`config.mk`:
```
export PLATFORM = sky130hd
export DESIGN_NAME = cpu_machine_cycle_bus_sequencer
export DESIGN_NICKNAME = d
export VERILOG_FILES = /design/src/cpu_machine_cycle_bus_sequencer.v
export VERILOG_INCLUDE_DIRS = /design/src /design/src/inc
export SDC_FILE = /design/constraint.sdc
export NUM_CORES = 1
export LEC_CHECK = 0
export BUFFER_PORTS_ARGS = -buffer_cell sky130_fd_sc_hd__buf_2
export CORE_ASPECT_RATIO = 1.4
export CORE_MARGIN = 8
export CORE_UTILIZATION = 45
export CTS_BUF_LIST = sky130_fd_sc_hd__clkbuf_4 sky130_fd_sc_hd__clkbuf_8 sky130_fd_sc_hd__clkbuf_16
export DETAILED_ROUTE_END_ITERATION = 7
export PLACE_DENSITY_LB_ADDON = 0.12
export SETUP_SLACK_MARGIN = 0.3
export SYNTH_ARGS = -nofsm -noshare
export SYNTH_HDL_FRONTEND = slang
export SYNTH_SLANG_ARGS = --single-unit
```
`constraint.sdc`:
```
create_clock -name hclk -period 2.8 [get_ports hclk]
set_input_delay 0.42 -clock hclk [delete_from_list [all_inputs] [get_ports hclk]]
set_output_delay 0.42 -clock hclk [all_outputs]
set_load 0.01 [all_outputs]
```
`src/inc/cpu_machine_cycle_bus_sequencer_defines.vh`:
```
`ifndef CPU_MACHINE_CYCLE_BUS_SEQUENCER_DEFINES_VH
`define CPU_MACHINE_CYCLE_BUS_SEQUENCER_DEFINES_VH

// ****************************************
// Register byte offsets
// ****************************************
`define OFS_CMD 8'h00
`define OFS_ADDR 8'h04
`define OFS_WDATA 8'h08
`define OFS_CTRL 8'h0C
`define OFS_STATUS 8'h10
`define OFS_RDATA 8'h14
`define OFS_PC 8'h18

// ****************************************
// Command register fields
// ****************************************
`define CMD_TYPE_HI 3
`define CMD_TYPE_LO 0
`define CMD_NEED_T4 4
`define CMD_NEED_T5 5
`define CMD_LAST 6
`define CMD_PEND 7
`define CMD_W 7
`define CMD_RESET 7'h00

// ****************************************
// Control and status fields
// ****************************************
`define CTRL_IRQ_EN 0
`define STAT_BUSY 7
`define STAT_IRQ_LATCH 8
`define STAT_HOLD 9
`define STAT_HALTED 10
`define STAT_DONE 11

// ****************************************
// Machine cycle types
// ****************************************
`define MC_FETCH 4'h0
`define MC_MEM_RD 4'h1
`define MC_MEM_WR 4'h2
`define MC_STK_RD 4'h3
`define MC_STK_WR 4'h4
`define MC_INPUT 4'h5
`define MC_OUTPUT 4'h6
`define MC_INT_ACK 4'h7
`define MC_HALT_ACK 4'h8

// ****************************************
// Status word bits and words
// ****************************************
`define SB_IRQ_ACK 0
`define SB_DIR_N 1
`define SB_STACK 2
`define SB_HALT_ACK 3
`define SB_PORT_WR 4
`define SB_FETCH 5
`define SB_PORT_RD 6
`define SB_MEM_RD 7
`define SW_FETCH 8'hA2
`define SW_MEM_RD 8'h82
`define SW_MEM_WR 8'h00
`define SW_STK_RD 8'h86
`define SW_STK_WR 8'h04
`define SW_INPUT 8'h42
`define SW_OUTPUT 8'h10
`define SW_INT_ACK 8'h23
`define SW_HALT_ACK 8'h8A

// ****************************************
// Sequencer states, one-hot
// ****************************************
`define ST_W 7
`define ST_IDLE 7'h01
`define ST_T1 7'h02
`define ST_T2 7'h04
`define ST_WAIT 7'h08
`define ST_T3 7'h10
`define ST_T4 7'h20
`define ST_T5 7'h40

// ****************************************
// Misc
// ****************************************
`define ONE16 16'h0001
`define ZERO32 32'h00000000

`endif

```
`src/cpu_machine_cycle_bus_sequencer.v`:
```
`timescale 1ns/1ps
`include "cpu_machine_cycle_bus_sequencer_defines.vh"

module cpu_machine_cycle_bus_sequencer (
    input wire hclk,
    input wire hresetn,
    input wire hsel,
    input wire [31:0] haddr,
    input wire [1:0] htrans,
    input wire hwrite,
    input wire [2:0] hsize,
    input wire [31:0] hwdata,
    input wire hready,
    output reg [31:0] hrdata,
    output reg hreadyout,
    output reg hresp,
    input wire ready,
    input wire hold_req,
    input wire irq_req,
    input wire [7:0] data_in,
    output reg [15:0] addr_out,
    output reg [7:0] data_out,
    output reg data_oe,
    output reg sync_out,
    output reg data_in_strobe,
    output reg wr_n,
    output reg wait_out,
    output reg irq_enable_flag
);

    // ****************************************
    // Decode helpers
    // ****************************************
    function [7:0] status_of;
        input [3:0] t;
        begin
            case (t)
                `MC_FETCH: status_of = `SW_FETCH;
                `MC_MEM_RD: status_of = `SW_MEM_RD;
                `MC_MEM_WR: status_of = `SW_MEM_WR;
                `MC_STK_RD: status_of = `SW_STK_RD;
                `MC_STK_WR: status_of = `SW_STK_WR;
                `MC_INPUT: status_of = `SW_INPUT;
                `MC_OUTPUT: status_of = `SW_OUTPUT;
                `MC_INT_ACK: status_of = `SW_INT_ACK;
                `MC_HALT_ACK: status_of = `SW_HALT_ACK;
                default: status_of = `SW_FETCH;
            endcase
        end
    endfunction

    function strobe_type;
        input [3:0] t;
        begin
            // Input and halt cycles read without the strobe
            strobe_type = (t == `MC_FETCH) || (t == `MC_MEM_RD) ||
                          (t == `MC_STK_RD) || (t == `MC_INT_ACK);
        end
    endfunction

    function uses_pc;
        input [3:0] t;
        begin
            uses_pc = (t == `MC_FETCH) || (t == `MC_INT_ACK);
        end
    endfunction

    // ****************************************
    // Pin synchronisers
    // ****************************************
    reg [10:0] pin_s1_q;
    reg [10:0] pin_s2_q;
    wire [7:0] din_s = pin_s2_q[7:0];
    wire ready_s = pin_s2_q[8];
    wire hold_s = pin_s2_q[9];
    wire irq_s = pin_s2_q[10];

    always @(posedge hclk or negedge hresetn) begin
        if (!hresetn) begin
            pin_s1_q <= 11'h000;
            pin_s2_q <= 11'h000;
        end else begin
            pin_s1_q <= {irq_req, hold_req, ready, data_in};
            pin_s2_q <= pin_s1_q;
        end
    end

    // ****************************************
    // Phase enables
    // ****************************************
    reg ph_q;
    wire phi1_en = !ph_q;
    wire phi2_en = ph_q;

    always @(posedge hclk or negedge hresetn) begin
        if (!hresetn) begin
            ph_q <= 1'b0;
        end else begin
            ph_q <= !ph_q;
        end
    end

    // ****************************************
    // State declarations
    // ****************************************
    localparam [6:0] S_IDLE = `ST_IDLE;
    localparam [6:0] S_T1 = `ST_T1;
    localparam [6:0] S_T2 = `ST_T2;
    localparam [6:0] S_WAIT = `ST_WAIT;
    localparam [6:0] S_T3 = `ST_T3;
    localparam [6:0] S_T4 = `ST_T4;
    localparam [6:0] S_T5 = `ST_T5;

    reg [`ST_W-1:0] state_q;
    reg [3:0] cur_type_q;
    reg need_t4_q;
    reg need_t5_q;
    reg last_q;
    reg ready_q;
    reg hold_q;
    reg halted_q;
    reg irq_latch_q;
    reg done_q;
    reg [15:0] pc_q;
    reg [7:0] rdata_q;

    reg [`CMD_W-1:0] cmd_q;
    reg pend_q;
    reg [15:0] addr_q;
    reg [7:0] wdata_q;
    reg wr_q;
    reg [7:0] wa_q;

    wire [3:0] cmd_type = cmd_q[`CMD_TYPE_HI:`CMD_TYPE_LO];
    wire [7:0] cur_status = status_of(cur_type_q);
    wire cur_read = cur_status[`SB_DIR_N];
    wire cur_halt = cur_type_q == `MC_HALT_ACK;
    wire end_now = (state_q == S_T3 && !need_t4_q) ||
                   (state_q == S_T4 && !need_t5_q) || (state_q == S_T5);
    wire take = phi1_en && pend_q && (state_q == S_IDLE || end_now);
    wire to_ack = irq_latch_q && cmd_type == `MC_FETCH;
    wire [3:0] launch_type = to_ack ? `MC_INT_ACK : cmd_type;
    wire wr_cmd = wr_q && wa_q == `OFS_CMD;
    wire wr_ctrl = wr_q && wa_q == `OFS_CTRL;
    wire wr_stat = wr_q && wa_q == `OFS_STATUS;
    wire wr_pc = wr_q && wa_q == `OFS_PC;
    wire irq_take = irq_s && irq_enable_flag;

    // ****************************************
    // Machine cycle sequencer
    // ****************************************
    always @(posedge hclk or negedge hresetn) begin
        if (!hresetn) begin
            state_q <= S_IDLE;
            cur_type_q <= `MC_FETCH;
            need_t4_q <= 1'b0;
            need_t5_q <= 1'b0;
            last_q <= 1'b0;
            ready_q <= 1'b1;
            hold_q <= 1'b0;
            halted_q <= 1'b0;
            irq_latch_q <= 1'b0;
            irq_enable_flag <= 1'b0;
            done_q <= 1'b0;
            pc_q <= 16'h0000;
            rdata_q <= 8'h00;
            addr_out <= 16'h0000;
            data_out <= 8'h00;
            data_oe <= 1'b0;
            sync_out <= 1'b0;
            data_in_strobe <= 1'b0;
            wr_n <= 1'b1;
            wait_out <= 1'b0;
        end else begin
            if (wr_ctrl) begin
                irq_enable_flag <= hwdata[`CTRL_IRQ_EN];
            end
            if (wr_stat && hwdata[`STAT_DONE]) begin
                done_q <= 1'b0;
            end
            if (wr_pc) begin
                pc_q <= hwdata[15:0];
            end
            if (phi1_en) begin
                // Phase one moves the state
                case (state_q)
                    S_IDLE: begin
                        state_q <= S_IDLE;
                    end
                    S_T1: begin
                        state_q <= S_T2;
                    end
                    S_T2: begin
                        if (!cur_read) begin
                            wr_n <= 1'b0;
                        end
                        if (!ready_q || cur_halt) begin
                            state_q <= S_WAIT;
                            wait_out <= 1'b1;
                            halted_q <= cur_halt;
                        end else begin
                            state_q <= S_T3;
                        end
                    end
                    S_WAIT: begin
                        if (cur_halt) begin
                            // Only an enabled interrupt ends the halt wait
                            if (irq_take) begin
                                state_q <= S_IDLE;
                                wait_out <= 1'b0;
                                halted_q <= 1'b0;
                                irq_latch_q <= 1'b1;
                            end
                        end else if (ready_q) begin
                            state_q <= S_T3;
                            wait_out <= 1'b0;
                        end
                    end
                    S_T3: begin
                        wr_n <= 1'b1;
                        state_q <= need_t4_q ? S_T4 : S_IDLE;
                    end
                    S_T4: begin
                        state_q <= need_t5_q ? S_T5 : S_IDLE;
                    end
                    S_T5: begin
                        state_q <= S_IDLE;
                    end
                    default: begin
                        state_q <= S_IDLE;
                    end
                endcase
                if (end_now) begin
                    done_q <= 1'b1;
                end
                if (take) begin
                    state_q <= S_T1;
                    cur_type_q <= launch_type;
                    need_t4_q <= cmd_q[`CMD_NEED_T4];
                    need_t5_q <= cmd_q[`CMD_NEED_T5];
                    last_q <= cmd_q[`CMD_LAST];
                    if (to_ack) begin
                        irq_latch_q <= 1'b0;
                        irq_enable_flag <= 1'b0;
                    end
                end
            end
            if (phi2_en) begin
                // Phase two times the address, status, data and read strobe events; wr_n and wait_out move in phase one
                case (state_q)
                    S_T1: begin
                        addr_out <= uses_pc(cur_type_q) ? pc_q : addr_q;
                        data_out <= cur_status;
                        data_oe <= 1'b1;
                        sync_out <= 1'b1;
                    end
                    S_T2: begin
                        sync_out <= 1'b0;
                        ready_q <= ready_s;
                        hold_q <= hold_s;
                        if (cur_read) begin
                            data_oe <= 1'b0;
                            data_in_strobe <= strobe_type(cur_type_q);
                        end else begin
                            data_out <= wdata_q;
                        end
                        if (cur_type_q == `MC_FETCH) begin
                            pc_q <= pc_q + `ONE16;
                        end
                    end
                    S_WAIT: begin
                        ready_q <= ready_s;
                        hold_q <= hold_s;
                    end
                    S_T3: begin
                        if (cur_read) begin
                            rdata_q <= din_s;
                        end
                        data_in_strobe <= 1'b0;
                    end
                    default: begin
                        sync_out <= 1'b0;
                    end
                endcase
                if (end_now && last_q && irq_take) begin
                    irq_latch_q <= 1'b1;
                end
            end
        end
    end

    // ****************************************
    // AHB-Lite slave
    // ****************************************
    reg [31:0] rmux;

    always @* begin
        rmux = `ZERO32;
        case (haddr[7:0])
            `OFS_CMD: rmux = {24'h000000, pend_q, cmd_q};
            `OFS_ADDR: rmux = {16'h0000, addr_q};
            `OFS_WDATA: rmux = {24'h000000, wdata_q};
            `OFS_CTRL: rmux = {31'h00000000, irq_enable_flag};
            `OFS_STATUS: rmux = {20'h00000, done_q, halted_q, hold_q, irq_latch_q,
                                 pend_q || state_q != S_IDLE, state_q};
            `OFS_RDATA: rmux = {24'h000000, rdata_q};
            `OFS_PC: rmux = {16'h0000, pc_q};
            default: rmux = `ZERO32;
        endcase
    end

    always @(posedge hclk or negedge hresetn) begin
        if (!hresetn) begin
            hrdata <= `ZERO32;
            hreadyout <= 1'b1;
            hresp <= 1'b0;
            wr_q <= 1'b0;
            wa_q <= 8'h00;
            cmd_q <= `CMD_RESET;
            pend_q <= 1'b0;
            addr_q <= 16'h0000;
            wdata_q <= 8'h00;
        end else begin
            // No wait states: every transfer answers OKAY at once
            hreadyout <= 1'b1;
            hresp <= 1'b0;
            if (hready) begin
                wr_q <= hsel && htrans[1] && hwrite;
                wa_q <= haddr[7:0];
                if (hsel && htrans[1] && !hwrite) begin
                    hrdata <= rmux;
                end
            end
            if (wr_cmd) begin
                cmd_q <= hwdata[`CMD_W-1:0];
            end
            if (wr_q && wa_q == `OFS_ADDR) begin
                addr_q <= hwdata[15:0];
            end
            if (wr_q && wa_q == `OFS_WDATA) begin
                wdata_q <= hwdata[7:0];
            end
            // A new command wins over the launch of the old one
            if (wr_cmd) begin
                pend_q <= 1'b1;
            end else if (take) begin
                pend_q <= 1'b0;
            end
        end
    end

endmodule

```
# == Yosys cells after proc, flatten, opt, wreduce, memory -nomap -nowiden ==
# Memories as Yosys holds them, arrays and structs flattened.
# Index checks and enable logic that the tools add are counted.
# op_classes
n_addsub,1
multipliers,0
div_mod_pow,0
n_lt_le_gt_ge,0
n_eq_ne,32
shifts,0
n_mux,49
n_bitwise,2
n_reduce_logical,55
# op_table
operator,n
16-bit case mux with 7 select lines,1
16-bit two-way mux,5
"8-bit by 5-bit equality test with 1-bit output, second input constant",5
7-bit two-way mux,5
7-bit case mux with 5 select lines,1
"8-bit by 4-bit equality test with 1-bit output, second input constant",4
1-bit two-way mux,26
1-bit logical AND,18
3-bit AND reduction,6
"16-bit by 1-bit adder with 16-bit output, second input constant",1
"8-bit by 3-bit equality test with 1-bit output, second input constant",2
8-bit zero test,2
8-bit case mux with 2 select lines,1
1-bit case mux with 2 select lines,6
"2-bit inequality test, second input constant",5
2-bit AND reduction,5
5-bit AND reduction,2
1-bit logical OR,9
4-bit zero test,2
8-bit two-way mux,1
"4-bit inequality test, second input constant",2
2-bit nonzero test,4
"7-bit by 1-bit equality test with 1-bit output, second input constant",1
"7-bit by 2-bit equality test with 1-bit output, second input constant",1
other kinds (17),24
# word_totals
reg_bits,169
latchBits,0
ram_bits,0
romBits,128
inputBits,85
out_inout_bits,64
elab_cells,170
memories,1
# mem_list
name,words,word_bits,read_ports,rd_ports_with_merged_regs,wr,line,source
(name not given),16,8,1,0,0,cpu_machine_cycle_bus_sequencer.v:37,case (t)

# == Logic depth before layout (Yosys ltp) ==
# Gate-level depths: netlist of the first run.
# depth
word_depth,10
ltp_mapped,8
ltp_nobuf,5

# == Worst setup path before layout of the first run ==
# Ideal clock, no wire load.
# synth_path
path_kind,register to register
start,register wa_q[5]
end,register addr_q[10]
setup_ps,125
arrival_ps,1772
required_ps,2675
path_slack_ps,903
path_stages_with_launch,7
n_path_buf,1
synth_period_minus_slack_ps,1897
cell_sequence,dfrtp_1 nor4b_2 and2b_1 nand3_1 nor2_2 buf_4 mux2_2
# synth_between
elab_chain_cells,2
# synth_rtl
element,line,source
start: declaration,cpu_machine_cycle_bus_sequencer.v:132,reg [7:0] wa_q;
start signal: assignment,cpu_machine_cycle_bus_sequencer.v:329,wa_q <= haddr[7:0];
8-bit by 3-bit equality test with 1-bit output (no line),n/a,
1-bit logical AND (no line),n/a,
end signal: assignment,cpu_machine_cycle_bus_sequencer.v:338,addr_q <= hwdata[15:0];
end: declaration,cpu_machine_cycle_bus_sequencer.v:129,reg [15:0] addr_q;
# Every way passes these cells.
# A chain may end at the register's enable or synchronous reset.

# == Final worst setup path of the first run ==
# layout_path
start,register state_q[6]
end,register last_q
# layout_between
elab_chain_cells,7
word_cells_on_any_way,11
classes_between,4 x eq/ne; 7 x reduce/logical
# layout_rtl
element,line,source
start: declaration,cpu_machine_cycle_bus_sequencer.v:114,reg [`ST_W-1:0] state_q;
start signal: assignment,cpu_machine_cycle_bus_sequencer.v:221,state_q <= need_t4_q ? S_T4 : S_IDLE;
start signal: assignment,cpu_machine_cycle_bus_sequencer.v:224,state_q <= need_t5_q ? S_T5 : S_IDLE;
7-bit by 5-bit equality test with 1-bit output / 7-bit by 6-bit equality test with 1-bit output (equally long branches),"cpu_machine_cycle_bus_sequencer.v:138, cpu_machine_cycle_bus_sequencer.v:139",
"1-bit logical AND, on equally long branches","cpu_machine_cycle_bus_sequencer.v:138, cpu_machine_cycle_bus_sequencer.v:139",
1-bit logical OR,cpu_machine_cycle_bus_sequencer.v:138,wire end_now = (state_q == S_T3 && !need_t4_q) ||
1-bit logical OR,cpu_machine_cycle_bus_sequencer.v:139,(state_q == S_T4 && !need_t5_q) || (state_q == S_T5);
1-bit logical OR (*),cpu_machine_cycle_bus_sequencer.v:140,wire take = phi1_en && pend_q && (state_q == S_IDLE || end_now);
1-bit logical AND (*),cpu_machine_cycle_bus_sequencer.v:140,
2-bit AND reduction (no line) (*),n/a,
end signal: assignment,cpu_machine_cycle_bus_sequencer.v:241,last_q <= cmd_q[`CMD_LAST];
end: declaration,cpu_machine_cycle_bus_sequencer.v:118,reg last_q;
# Every way passes the cells marked *; elsewhere a longest branch is shown, timed or not.

==> results of run 1 <==
## stage by stage
| step | hold slack (ns) | instances | utilization [%] | cell area (um^2) | total power [uW] |
|---|---|---|---|---|---|
| after floorplan | 0.124 | 691 | - | 7420 | 2970 |
| after global placement | 0.331 | 936 | 49.2 | 7930 | 3230 |
| after detailed placement | 0.336 | 936 | 49.2 | 7930 | 3250 |
| after CTS | 0.00996 | 968 | 52.7 | 8490 | 5440 |
| after global routing | 0.0219 | 968 | 52.7 | 8490 | 5640 |
| final | -0.0132 | 968 | 52.7 | 8490 | 5390 |
## how the worst max path moves through the flow
stage / slack (ns) / cells after the start / endpoint / startpoint
final: 0.50 / 4 / last_q / state_q[6]
after global routing: 0.32 / 5 / pc_q[6] / state_q[4]
after CTS: 0.46 / 5 / addr_out[3] / state_q[6]
after detailed placement: 0.48 / 5 / addr_out[3] / state_q[6]
after global placement: 0.54 / 5 / addr_out[2] / state_q[6]
after floorplan: 0.90 / 6 / addr_q[10] / wa_q[5]
## critical path: cells and delay by family (launching register included)
kind,cells,cell delay [ns]
simple gates,2,0.71
compound gates,1,0.60
flops,1,0.49
mux,1,0.38
## layer usage
layer,vias up,wire length (um),GRT usage (%)
met4,0,854,10.0
li1,2613,-,-
met2,149,10200,33.6
met5,-,0,0
met3,48,917,4.64
met1,2741,8010,23.4
## Yosys cell counts (all sizes together), types with 3 or more instances
cell type and count:
dfrtp 150, nand2 76, mux2 57, o21ai 50, buf 37, nor2 35, a21oi 30, clkbuf 21
mux2i 21, a211oi 17, nor3 15, inv 13, a22oi 12, and3 12, nand3 10, o31ai 9
and2 8, a31oi 7, nand4 6, nor4b 6, a211o 5, a221oi 5, a311oi 5, nor2b 5
nor4 5, o41ai 5, nand3b 4, nand4b 4, o211ai 4, a21o 3, a32oi 3, and4 3
dfstp 3, nand2b 3, o211a 3
## registers in the layout (all words and copies together) (netlist names), 4 cells and up
name        cells
data_out        8
addr_out       16
hrdata         16
cmd_q           7
state_q         7
pc_q           16
rdata_q         8
wa_q            8
addr_q         16
pin_s2_q       11
pin_s1_q       11
wdata_q         8
cur_type_q      4
## final cells by class
cell class              instances  area (um^2)
fillers                      1466         7610
multi-input cells             467         3210
repair buffers                104          584
well taps                     199          249
inverters                      13         48.8
clock inverters                14          129
clock buffers                  18          433
flip-flops and latches        153         3830
## timing repair
action / CTS / global route
endpoints found under the setup margin: 0 / 4
setup buffers: 0 / 0
gates resized for setup: 0 / 1
## power by group through the flow
stage / combinational [uW] / sequential (uW) / clock (uW)
2_1_floorplan: 524 / 2450 / 0
3_3_place_gp: 727 / 2500 / 0
3_5_place_dp: 738 / 2510 / 0
4_1_cts: 741 / 2470 / 2240
5_1_grt: 811 / 2490 / 2340
6_report: 735 / 2470 / 2190
## logic make-up (layout without fill, tap and decap cells)
| kind of cell | after synthesis | after routing | share of synthesized area [%] |
|---|---|---|---|
| AND/OR/NAND/NOR | 198 | 198 | 14.7 |
| adder cells (fa/ha/maj) | 1 | 1 | 0.170 |
| AO/OA/AOI/OAI | 171 | 171 | 16.0 |
| multiplexers | 79 | 79 | 11.9 |
| flip-flops | 153 | 153 | 52.1 |
| buffers and inverters | 71 | 149 | 5.12 |
| other | 2 | 18 | 0.102 |
==> flow_metrics.env, run 1 <==
export IMPL_status="finished with violations"
export IMPL_violations="negative hold slack"
export IMPL_cp_slowest_cell="a211oi_4"
export IMPL_dieArea_mm2=0.0208
export IMPL_r2r_start="state_q[6]"
export IMPL_layout_commonest_cell="dfrtp_1"
export IMPL_drt_iter0_markers=362
export IMPL_core_area_mm2=0.0161
export IMPL_holdBufCountCts=0
export IMPL_dp_slack_ns=0.478
export IMPL_end_kind="register"
export IMPL_rrSetupSlack_ns=0.50
export IMPL_slowest_delay_ns=0.60
export IMPL_start_util_pct=45.7
export IMPL_ir_drop_mv=0.391
export IMPL_grt_pass1_wl_mm=32.1
export IMPL_syn_area_per_cell_um2=10.9
export IMPL_clock_root_buffer="clkbuf_16"
export IMPL_vias=5551
export IMPL_cp_start_kind="register"
export IMPL_drive_above_1_share_pct=28.0
export IMPL_clk_pin_slew_ns=0.07
export IMPL_fmax_mhz=435
export IMPL_yosysWarningCount=0
export IMPL_drt_total_wl_mm=19.9
export IMPL_holdCritPathClass="in2async"
export IMPL_worst_clock_skew_ns=0.00824
export IMPL_synthCells=675
export IMPL_globalplace_congestion=0.878
export IMPL_tightest_slew_ns=0.643
export IMPL_clockBufferDepth=2
export IMPL_period_minus_slack_ns=2.30
export IMPL_period_share_pct=82.1
export IMPL_drc=0
export IMPL_synth_area_top_cells="dfrtp_1 51%, mux2_2 7.5%, nand2_1 3.8%"
export IMPL_cp_max_fo=13
export IMPL_first_pass_iters=5
export IMPL_dominantRegCellSynth="dfrtp_1"
export IMPL_maxSlewViolCount=0
export IMPL_rr_worst_depth=4
export IMPL_clkPwrFrac_pct=40.6
export IMPL_setup_viol=0
export IMPL_clock_latency_ns=0.43
export IMPL_synthArstFlopShare_pct=100
export IMPL_p_leak_uw=0.00401
export IMPL_io_pins=149
export IMPL_switching_share_pct=29.6
export IMPL_rsz0062_at_grt="no"
export IMPL_die_x_um=124
export IMPL_cts_made_buffers=17
export IMPL_worstPathRequired_ns=3.11
export IMPL_final_cell_mix="150 x dfrtp_1, 85 x buf_2, 74 x nand2_1, 49 x mux2_2, 31 x nor2_1"
export IMPL_fp_dieH_um=167
export IMPL_viasPerCell=5.73
export IMPL_cts_htree_levels=4
export IMPL_hold_slack_ns=-0.0132
export IMPL_grt_ovfl_total=0
export IMPL_nNetsFinal=842
export IMPL_clkSinkCount=153
export IMPL_fin_ws_ns=0.500
export IMPL_intPower_uw=3800
export IMPL_ys_seq_elements=153
export IMPL_grt_antenna_before_repair=0
export IMPL_rows=55
export IMPL_synth_cell_types=71
export IMPL_grt_pass1_vias=5913
export IMPL_syn_area_mm2=0.00736
export IMPL_finalHoldViolations=20
export IMPL_tns_ns=0
export IMPL_dp_hpwl_mm=15.0
export IMPL_p_comb_share_pct=13.6
export IMPL_powerDensity_mw_per_mm2=635
export IMPL_synth_top_area_cell="dfrtp_1"
export IMPL_track_usage_pct=20.1
export IMPL_synth_seq_area_share_pct=52.1
export IMPL_slew_limit_headroom_pct=56.8
export IMPL_ant_nets=0
export IMPL_worstPathArrival_ns=2.61
export IMPL_rr_endpoint="last_q"
export IMPL_drv_cap=0
export IMPL_synth_edf_count=0
export IMPL_crit_type="reg2reg"
export IMPL_path_cells="nor3_2 -> nand4b_1 -> a211oi_4 -> mux2_1"
export IMPL_areaGrowthSynthToFinish_pct=15.3
export IMPL_grt_max_degree=68
export IMPL_p_switching_uw=1590
export IMPL_sequentialPowerShare_pct=45.8
export IMPL_io_buffers=86
export IMPL_diodes=0
export IMPL_synth_top_area_share_pct=51.0
export IMPL_cts_tree="yes"
export IMPL_routedWlPerCell_um=20.6
Power figures use the tool's default switching activity.
==> inputs of run 2 (changes only) <==
--- a/config.mk
+++ b/config.mk
@@ -6,6 +6,7 @@
 export SDC_FILE = /design/constraint.sdc
 export NUM_CORES = 1
 export LEC_CHECK = 0
+export ABC_AREA = 1
 export BUFFER_PORTS_ARGS = -buffer_cell sky130_fd_sc_hd__buf_2
 export CORE_ASPECT_RATIO = 1.4
 export CORE_MARGIN = 8
==> constraint.sdc (replaced) <==
create_clock -name hclk -period 2.03 [get_ports hclk]
set_input_delay 0.3045 -clock hclk [delete_from_list [all_inputs] [get_ports hclk]]
set_output_delay 0.3045 -clock hclk [all_outputs]
set_load 0.01 [all_outputs]
==> run 2 against run 1 <==
  * The run now ends clean
  * Maximum frequency is 41% higher
  * Design area is 6.4% higher
  * Register-to-register slack worse by 0.11 ns
  * Setup slack worse by 0.11 ns
  * Routed wire length is 3.7% higher
  * Sequential share of layout area is 2.7 points lower
  * Via count is 16% higher
  * Sequential cell count stayed put
  * Synthesized cell count is 39% higher
  * Clock skew is 0.0011 ns higher
  * Combinational power is 62% higher
  * Final cell count is 32% higher
==> flow_metrics.env, run 2 <==
export IMPL_io_buffers=86
export IMPL_crit_type="reg2reg"
export IMPL_diodes=0
export IMPL_p_leak_uw=0.00469
export IMPL_grt_pass1_wl_mm=33.3
export IMPL_drv_cap=0
export IMPL_cp_max_fo=5
export IMPL_vias=6458
export IMPL_status="complete, no violations"
export IMPL_areaGrowthSynthToFinish_pct=21.5
export IMPL_multi_input_area_mm2=0.00301
export IMPL_grt_antenna_before_repair=0
export IMPL_dp_hpwl_mm=15.7
export IMPL_dominantRegCellSynth="dfrtp_1"
export IMPL_period_minus_slack_ns=1.64
export IMPL_ir_drop_mv=0.522
export IMPL_synth_top_area_share_pct=50.5
export IMPL_synthArstFlopShare_pct=100
export IMPL_clk_pin_slew_ns=0.07
export IMPL_tns_ns=0
export IMPL_io_pins=149
export IMPL_syn_area_per_cell_um2=7.94
export IMPL_nNetsFinal=1150
export IMPL_drt_total_wl_mm=20.7
export IMPL_power_total_uw=7940
export IMPL_tightest_slew_ns=0.511
export IMPL_synth_top_area_cell="dfrtp_1"
export IMPL_register_area_mm2=0.00383
export IMPL_fin_ws_ns=0.394
export IMPL_drt_iter0_markers=424
export IMPL_worstPathRequired_ns=2.41
export IMPL_period_share_pct=80.6
export IMPL_final_cell_mix="237 x nand2_1, 149 x dfrtp_1, 132 x o21ai_0, 108 x inv_1, 85 x buf_2"
export IMPL_clkSinkCount=153
export IMPL_slew_limit_headroom_pct=65.9
export IMPL_fmax_mhz=611
export IMPL_clockBufferDepth=2
export IMPL_cts_made_buffers=17
export IMPL_maxSlewViolCount=0
export IMPL_synth_area_top_cells="dfrtp_1 50%, nand2_1 12%, o21ai_0 9.2%"
export IMPL_setup_viol=0
export IMPL_worstPathArrival_ns=2.01
export IMPL_globalplace_congestion=0.911
export IMPL_start_util_pct=46.0
export IMPL_powerDensity_mw_per_mm2=879
export IMPL_grt_pass1_vias=6622
export IMPL_holdCritPathClass="in2reg"
export IMPL_rows=55
export IMPL_synth_commonest_cells="240 x nand2_1, 150 x dfrtp_1, 136 x o21ai_0"
export IMPL_grt_max_degree=51
export IMPL_drive_above_1_share_pct=19.4
export IMPL_fp_dieH_um=168
export IMPL_routedWlPerCell_um=16.2
export IMPL_clock_root_buffer="clkbuf_16"
export IMPL_layout_commonest_cell="nand2_1"
export IMPL_drc=0
export IMPL_synthCells=937
export IMPL_core_area_mm2=0.0162
export IMPL_dp_slack_ns=0.193
export IMPL_rsz0062_at_grt="yes"
export IMPL_yosysWarningCount=0
export IMPL_fill_cells=1550
export IMPL_track_usage_pct=20.0
export IMPL_worst_clock_skew_ns=0.00931
export IMPL_cts_htree_levels=4
export IMPL_cp_start_kind="register"
export IMPL_syn_area_mm2=0.00744
export IMPL_first_pass_iters=5
export IMPL_dieArea_mm2=0.0210
export IMPL_synth_edf_count=0
export IMPL_die_x_um=125
export IMPL_grt_ovfl_total=0
export IMPL_viasPerCell=5.06
export IMPL_end_kind="register"
export IMPL_finalHoldViolations=0
export IMPL_cts_tree="yes"
export IMPL_ant_nets=0
export IMPL_fin_util_pct=55.9
export IMPL_synth_seq_area_share_pct=51.5
export IMPL_synth_cell_types=37
export IMPL_yosysMostFrequentCell="nand2_1"
export IMPL_clock_latency_ns=0.43
export IMPL_ys_seq_elements=153
## run 2: path summary, 6_finish.rpt
kind | start | endpoint | slack, ns | cells past startpoint
worst min-delay path | haddr[7] | wa_q[7] | 0.09 | 3
worst max-delay path | pc_q[1] | pc_q[14] | 0.39 | 11
min in group asynchronous | hresetn | wa_q[7] | 0.40 | 2
worst min register to register | pin_s1_q[3] | pin_s2_q[3] | 0.35 | 0
worst max register to register | pc_q[1] | pc_q[14] | 0.39 | 11
max in group asynchronous | hresetn | hrdata[0] | 1.02 | 3
## run 2: repair_timing
item / CTS / global route
hold endpoints to repair: 52 / 0
gates resized for setup: 6 / 27
hold buffers: 12 / 0
pin swaps: 2 / 5
endpoints found under the setup margin: 19 / 54
gates cloned: 0 / 0
setup buffers: 1 / 6
## run 2: area by class of cell
type / count / share of cell area [%]
multi-input combinational: 635 / 33.3
inverter: 122 / 5.07
sequential: 153 / 42.4
timing repair buffer: 135 / 9.97
tap: 199 / 2.76
clock buffer: 17 / 4.71
clock inverter: 15 / 1.72
## run 2: metal layers
metal	vias up	global-route usage, %	routed length [um]
met5	-	0	0
met4	0	10.0	730
met3	42	3.36	742
met2	152	35.0	10500
met1	3043	23.0	8700
li1	3221	-	-
## run 2: critical path: stages (launching register included)
cell	delay (ns)
dfrtp_1	0.38
ha_1	0.18
nand2_1	0.07
inv_1	0.09
nand3_1	0.12
nor2_2	0.21
nand2_2	0.11
nor2_1	0.14
nand3_1	0.08
nand3_1	0.09
nand2_1	0.06
inv_1	0.05
## run 2: power breakdown
part | internal [uW] | total, uW | switching (uW) | leakage [uW]
logic | 413 | 1190 | 779 | 0.00256
clock network | 1740 | 3150 | 1410 | 0.000285
registers | 3350 | 3600 | 249 | 0.00184
total | 5500 | 7940 | 2440 | 0.00469
## run 2: logic make-up after synthesis
group,share of synthesized area (%)
other cells,0.101
buf+inv,9.93
compound gates,13.6
flops,51.5
xor+xnor,0.353
simple gates,24.3
fa+ha+maj,0.168
## run 2: metrics by stage
| stage | hold slack, ns | instances | cell area [um^2] |
|---|---|---|---|
| after global placement | 0.303 | 1225 | 8180 |
| after floorplan | 0.00891 | 953 | 7500 |
| after global routing | 0.120 | 1276 | 9030 |
| final | 0.0947 | 1276 | 9030 |
| after CTS | 0.0845 | 1270 | 8920 |
| after detailed placement | 0.303 | 1225 | 8180 |
==> inputs of run 3 (changes only) <==
--- a/config.mk
+++ b/config.mk
@@ -6,7 +6,7 @@
 export SDC_FILE = /design/constraint.sdc
 export NUM_CORES = 1
 export LEC_CHECK = 0
-export ABC_AREA = 1
+export ABC_AREA = 0
 export BUFFER_PORTS_ARGS = -buffer_cell sky130_fd_sc_hd__buf_2
 export CORE_ASPECT_RATIO = 1.4
 export CORE_MARGIN = 8
==> constraint.sdc (replaced) <==
create_clock -name hclk -period 1.3 [get_ports hclk]
set_input_delay 0.195 -clock hclk [delete_from_list [all_inputs] [get_ports hclk]]
set_output_delay 0.195 -clock hclk [all_outputs]
set_load 0.01 [all_outputs]
==> run 3 against run 2 <==
  * The run now ends with negative setup slack left
  * Die area fell by 0.88%
  * Routed wire length increased by 29%
  * Clock power up 63%
  * Maximum frequency fell by 15%
  * Design area is 37% higher
  * Sequential cell count did not move
  * Setup slack got worse by 1.0 ns
  * First-iteration DRC count up 24%
  * Via count up 9.2%
  * Largest cell class is now multi-input combinational cells
==> flow_metrics.env, run 3 (synthesis gave the netlist of run 1 again) <==
export IMPL_grt_pass1_vias=7124
export IMPL_cts_made_buffers=17
export IMPL_grt_pass1_wl_mm=38.4
export IMPL_drt_total_wl_mm=26.7
export IMPL_r2r_start="state_q[1]"
export IMPL_clk_pin_slew_ns=0.07
export IMPL_ant_nets=0
export IMPL_grt_max_degree=38
export IMPL_fin_ws_ns=-0.626
export IMPL_globalplace_congestion=0.898
export IMPL_nNetsFinal=1104
export IMPL_worst_clock_skew_ns=0.00816
export IMPL_worstPathRequired_ns=1.62
export IMPL_final_cell_mix="187 x buf_4, 139 x dfrtp_1, 74 x buf_2, 64 x buf_6, 48 x mux2_4"
export IMPL_drv_cap=0
export IMPL_cts_htree_levels=4
export IMPL_routedWlPerCell_um=21.7
export IMPL_vias=7052
export IMPL_cp_startpoint="state_q[1]"
export IMPL_first_pass_iters=5
export IMPL_end_kind="register"
export IMPL_die_x_um=124
export IMPL_p_leak_uw=0.00580
export IMPL_worstPathArrival_ns=2.25
export IMPL_areaGrowthSynthToFinish_pct=68.2
export IMPL_hold_slack_ns=0.0194
export IMPL_grt_ovfl_total=0
export IMPL_core_area_mm2=0.0161
export IMPL_violations="negative setup slack"
export IMPL_rr_worst_depth=7
export IMPL_dp_hpwl_mm=17.6
export IMPL_clkSinkCount=153
export IMPL_drt_iter0_markers=527
export IMPL_status="finished with violations"
export IMPL_rsz0062_at_grt="yes"
export IMPL_io_buffers=86
export IMPL_viasPerCell=5.73
export IMPL_cp_start_kind="register"
export IMPL_powerDensity_mw_per_mm2=1140
export IMPL_final_cells=1230
export IMPL_drive_above_1_share_pct=62.2
export IMPL_dieArea_mm2=0.0208
export IMPL_track_usage_pct=24.1
export IMPL_maxSlewViolCount=0
export IMPL_io_pins=149
export IMPL_rrSetupSlack_ns=-0.63
export IMPL_period_share_pct=148
export IMPL_drc=0
export IMPL_fin_util_pct=76.9
export IMPL_cts_tree="yes"
export IMPL_crit_type="reg2reg"
export IMPL_ir_drop_mv=1.30
export IMPL_rows=55
export IMPL_setup_viol=110
export IMPL_clock_latency_ns=0.43
export IMPL_start_util_pct=45.7
export IMPL_place_inst=1081
export IMPL_clockBufferDepth=2
export IMPL_hold_start="hwdata[13]"
export IMPL_holdPathStages=2
export IMPL_fmax_mhz=519
export IMPL_min_to="addr_q[13]"
export IMPL_cp_max_fo=8
export IMPL_fp_dieH_um=167
export IMPL_rr_endpoint="pc_q[12]"
export IMPL_layout_commonest_cell="buf_4"
export IMPL_grt_antenna_before_repair=0
export IMPL_period_minus_slack_ns=1.93
export IMPL_diodes=0
export IMPL_finalHoldViolations=0
export IMPL_clock_root_buffer="clkbuf_16"
export IMPL_holdCritPathClass="in2reg"
==> run 3: worst max-delay path by stage <==
stage / to
6_report: pc_q[12]
3_5_place_dp: pc_q[12]
5_1_grt: pc_q[12]
3_3_place_gp: pc_q[12]
4_1_cts: cur_type_q[3]
2_1_floorplan: addr_q[10]
==> run 3: final cells by class <==
class                           instances  area (um^2)
Sequential cell                       153         3850
Clock buffer                           19          447
Tap cell                              199          249
Fill cell                            1008         3720
Inverter                               13         48.8
Clock inverter                         13          160
Timing Repair Buffer                  366         3190
Multi-Input combinational cell        467         4440
==> run 3: metal layers <==
metal	global-route usage [%]	wire length (um)	share of wire (%)	vias to the layer above
li1	-	-	-	3123
met1	25.9	9890	37	3621
met3	4.51	1050	3.9	85
met4	13.7	1390	5.2	0
met2	42.5	14400	54	223
met5	0	0	0	-
==> run 3: per-stage QoR <==
stage	area (um^2)	setup WS (ns)	setup TNS [ns]	total power [uW]
2_1_floorplan	7990	-0.498	-39.67	6650
3_3_place_gp	9510	-0.554	-52.19	7760
3_5_place_dp	9510	-0.620	-56.64	7820
4_1_cts	11200	-0.572	-51.76	13200
5_1_grt	12400	-0.799	-57.97	14600
6_report	12400	-0.626	-52.24	14100
==> run 3: where the power goes <==
part           switching, uW  internal (uW)
logic                   1780           1930
clock network           2180           2950
registers                283           5000
total                   4240           9880
==> run 3: critical path, cell delays in order (launching register included) <==
cell and delay (ns):
dfrtp_1 0.42, nor4_4 0.34, nand3_4 0.21, buf_6 0.18, o21ai_4 0.14, buf_6 0.19, nor2_1 0.05, a211oi_1 0.27
==> run 3: repair_timing <==
item / 4_1_cts / 5_1_grt
gates resized for setup: 139 / 160
cloned: 4 / 7
setup buffers: 47 / 44
pin swaps: 50 / 87
hold buffers: 15 / 0
hold endpoints to repair: 43 / 0
setup endpoints to repair: 166 / 168
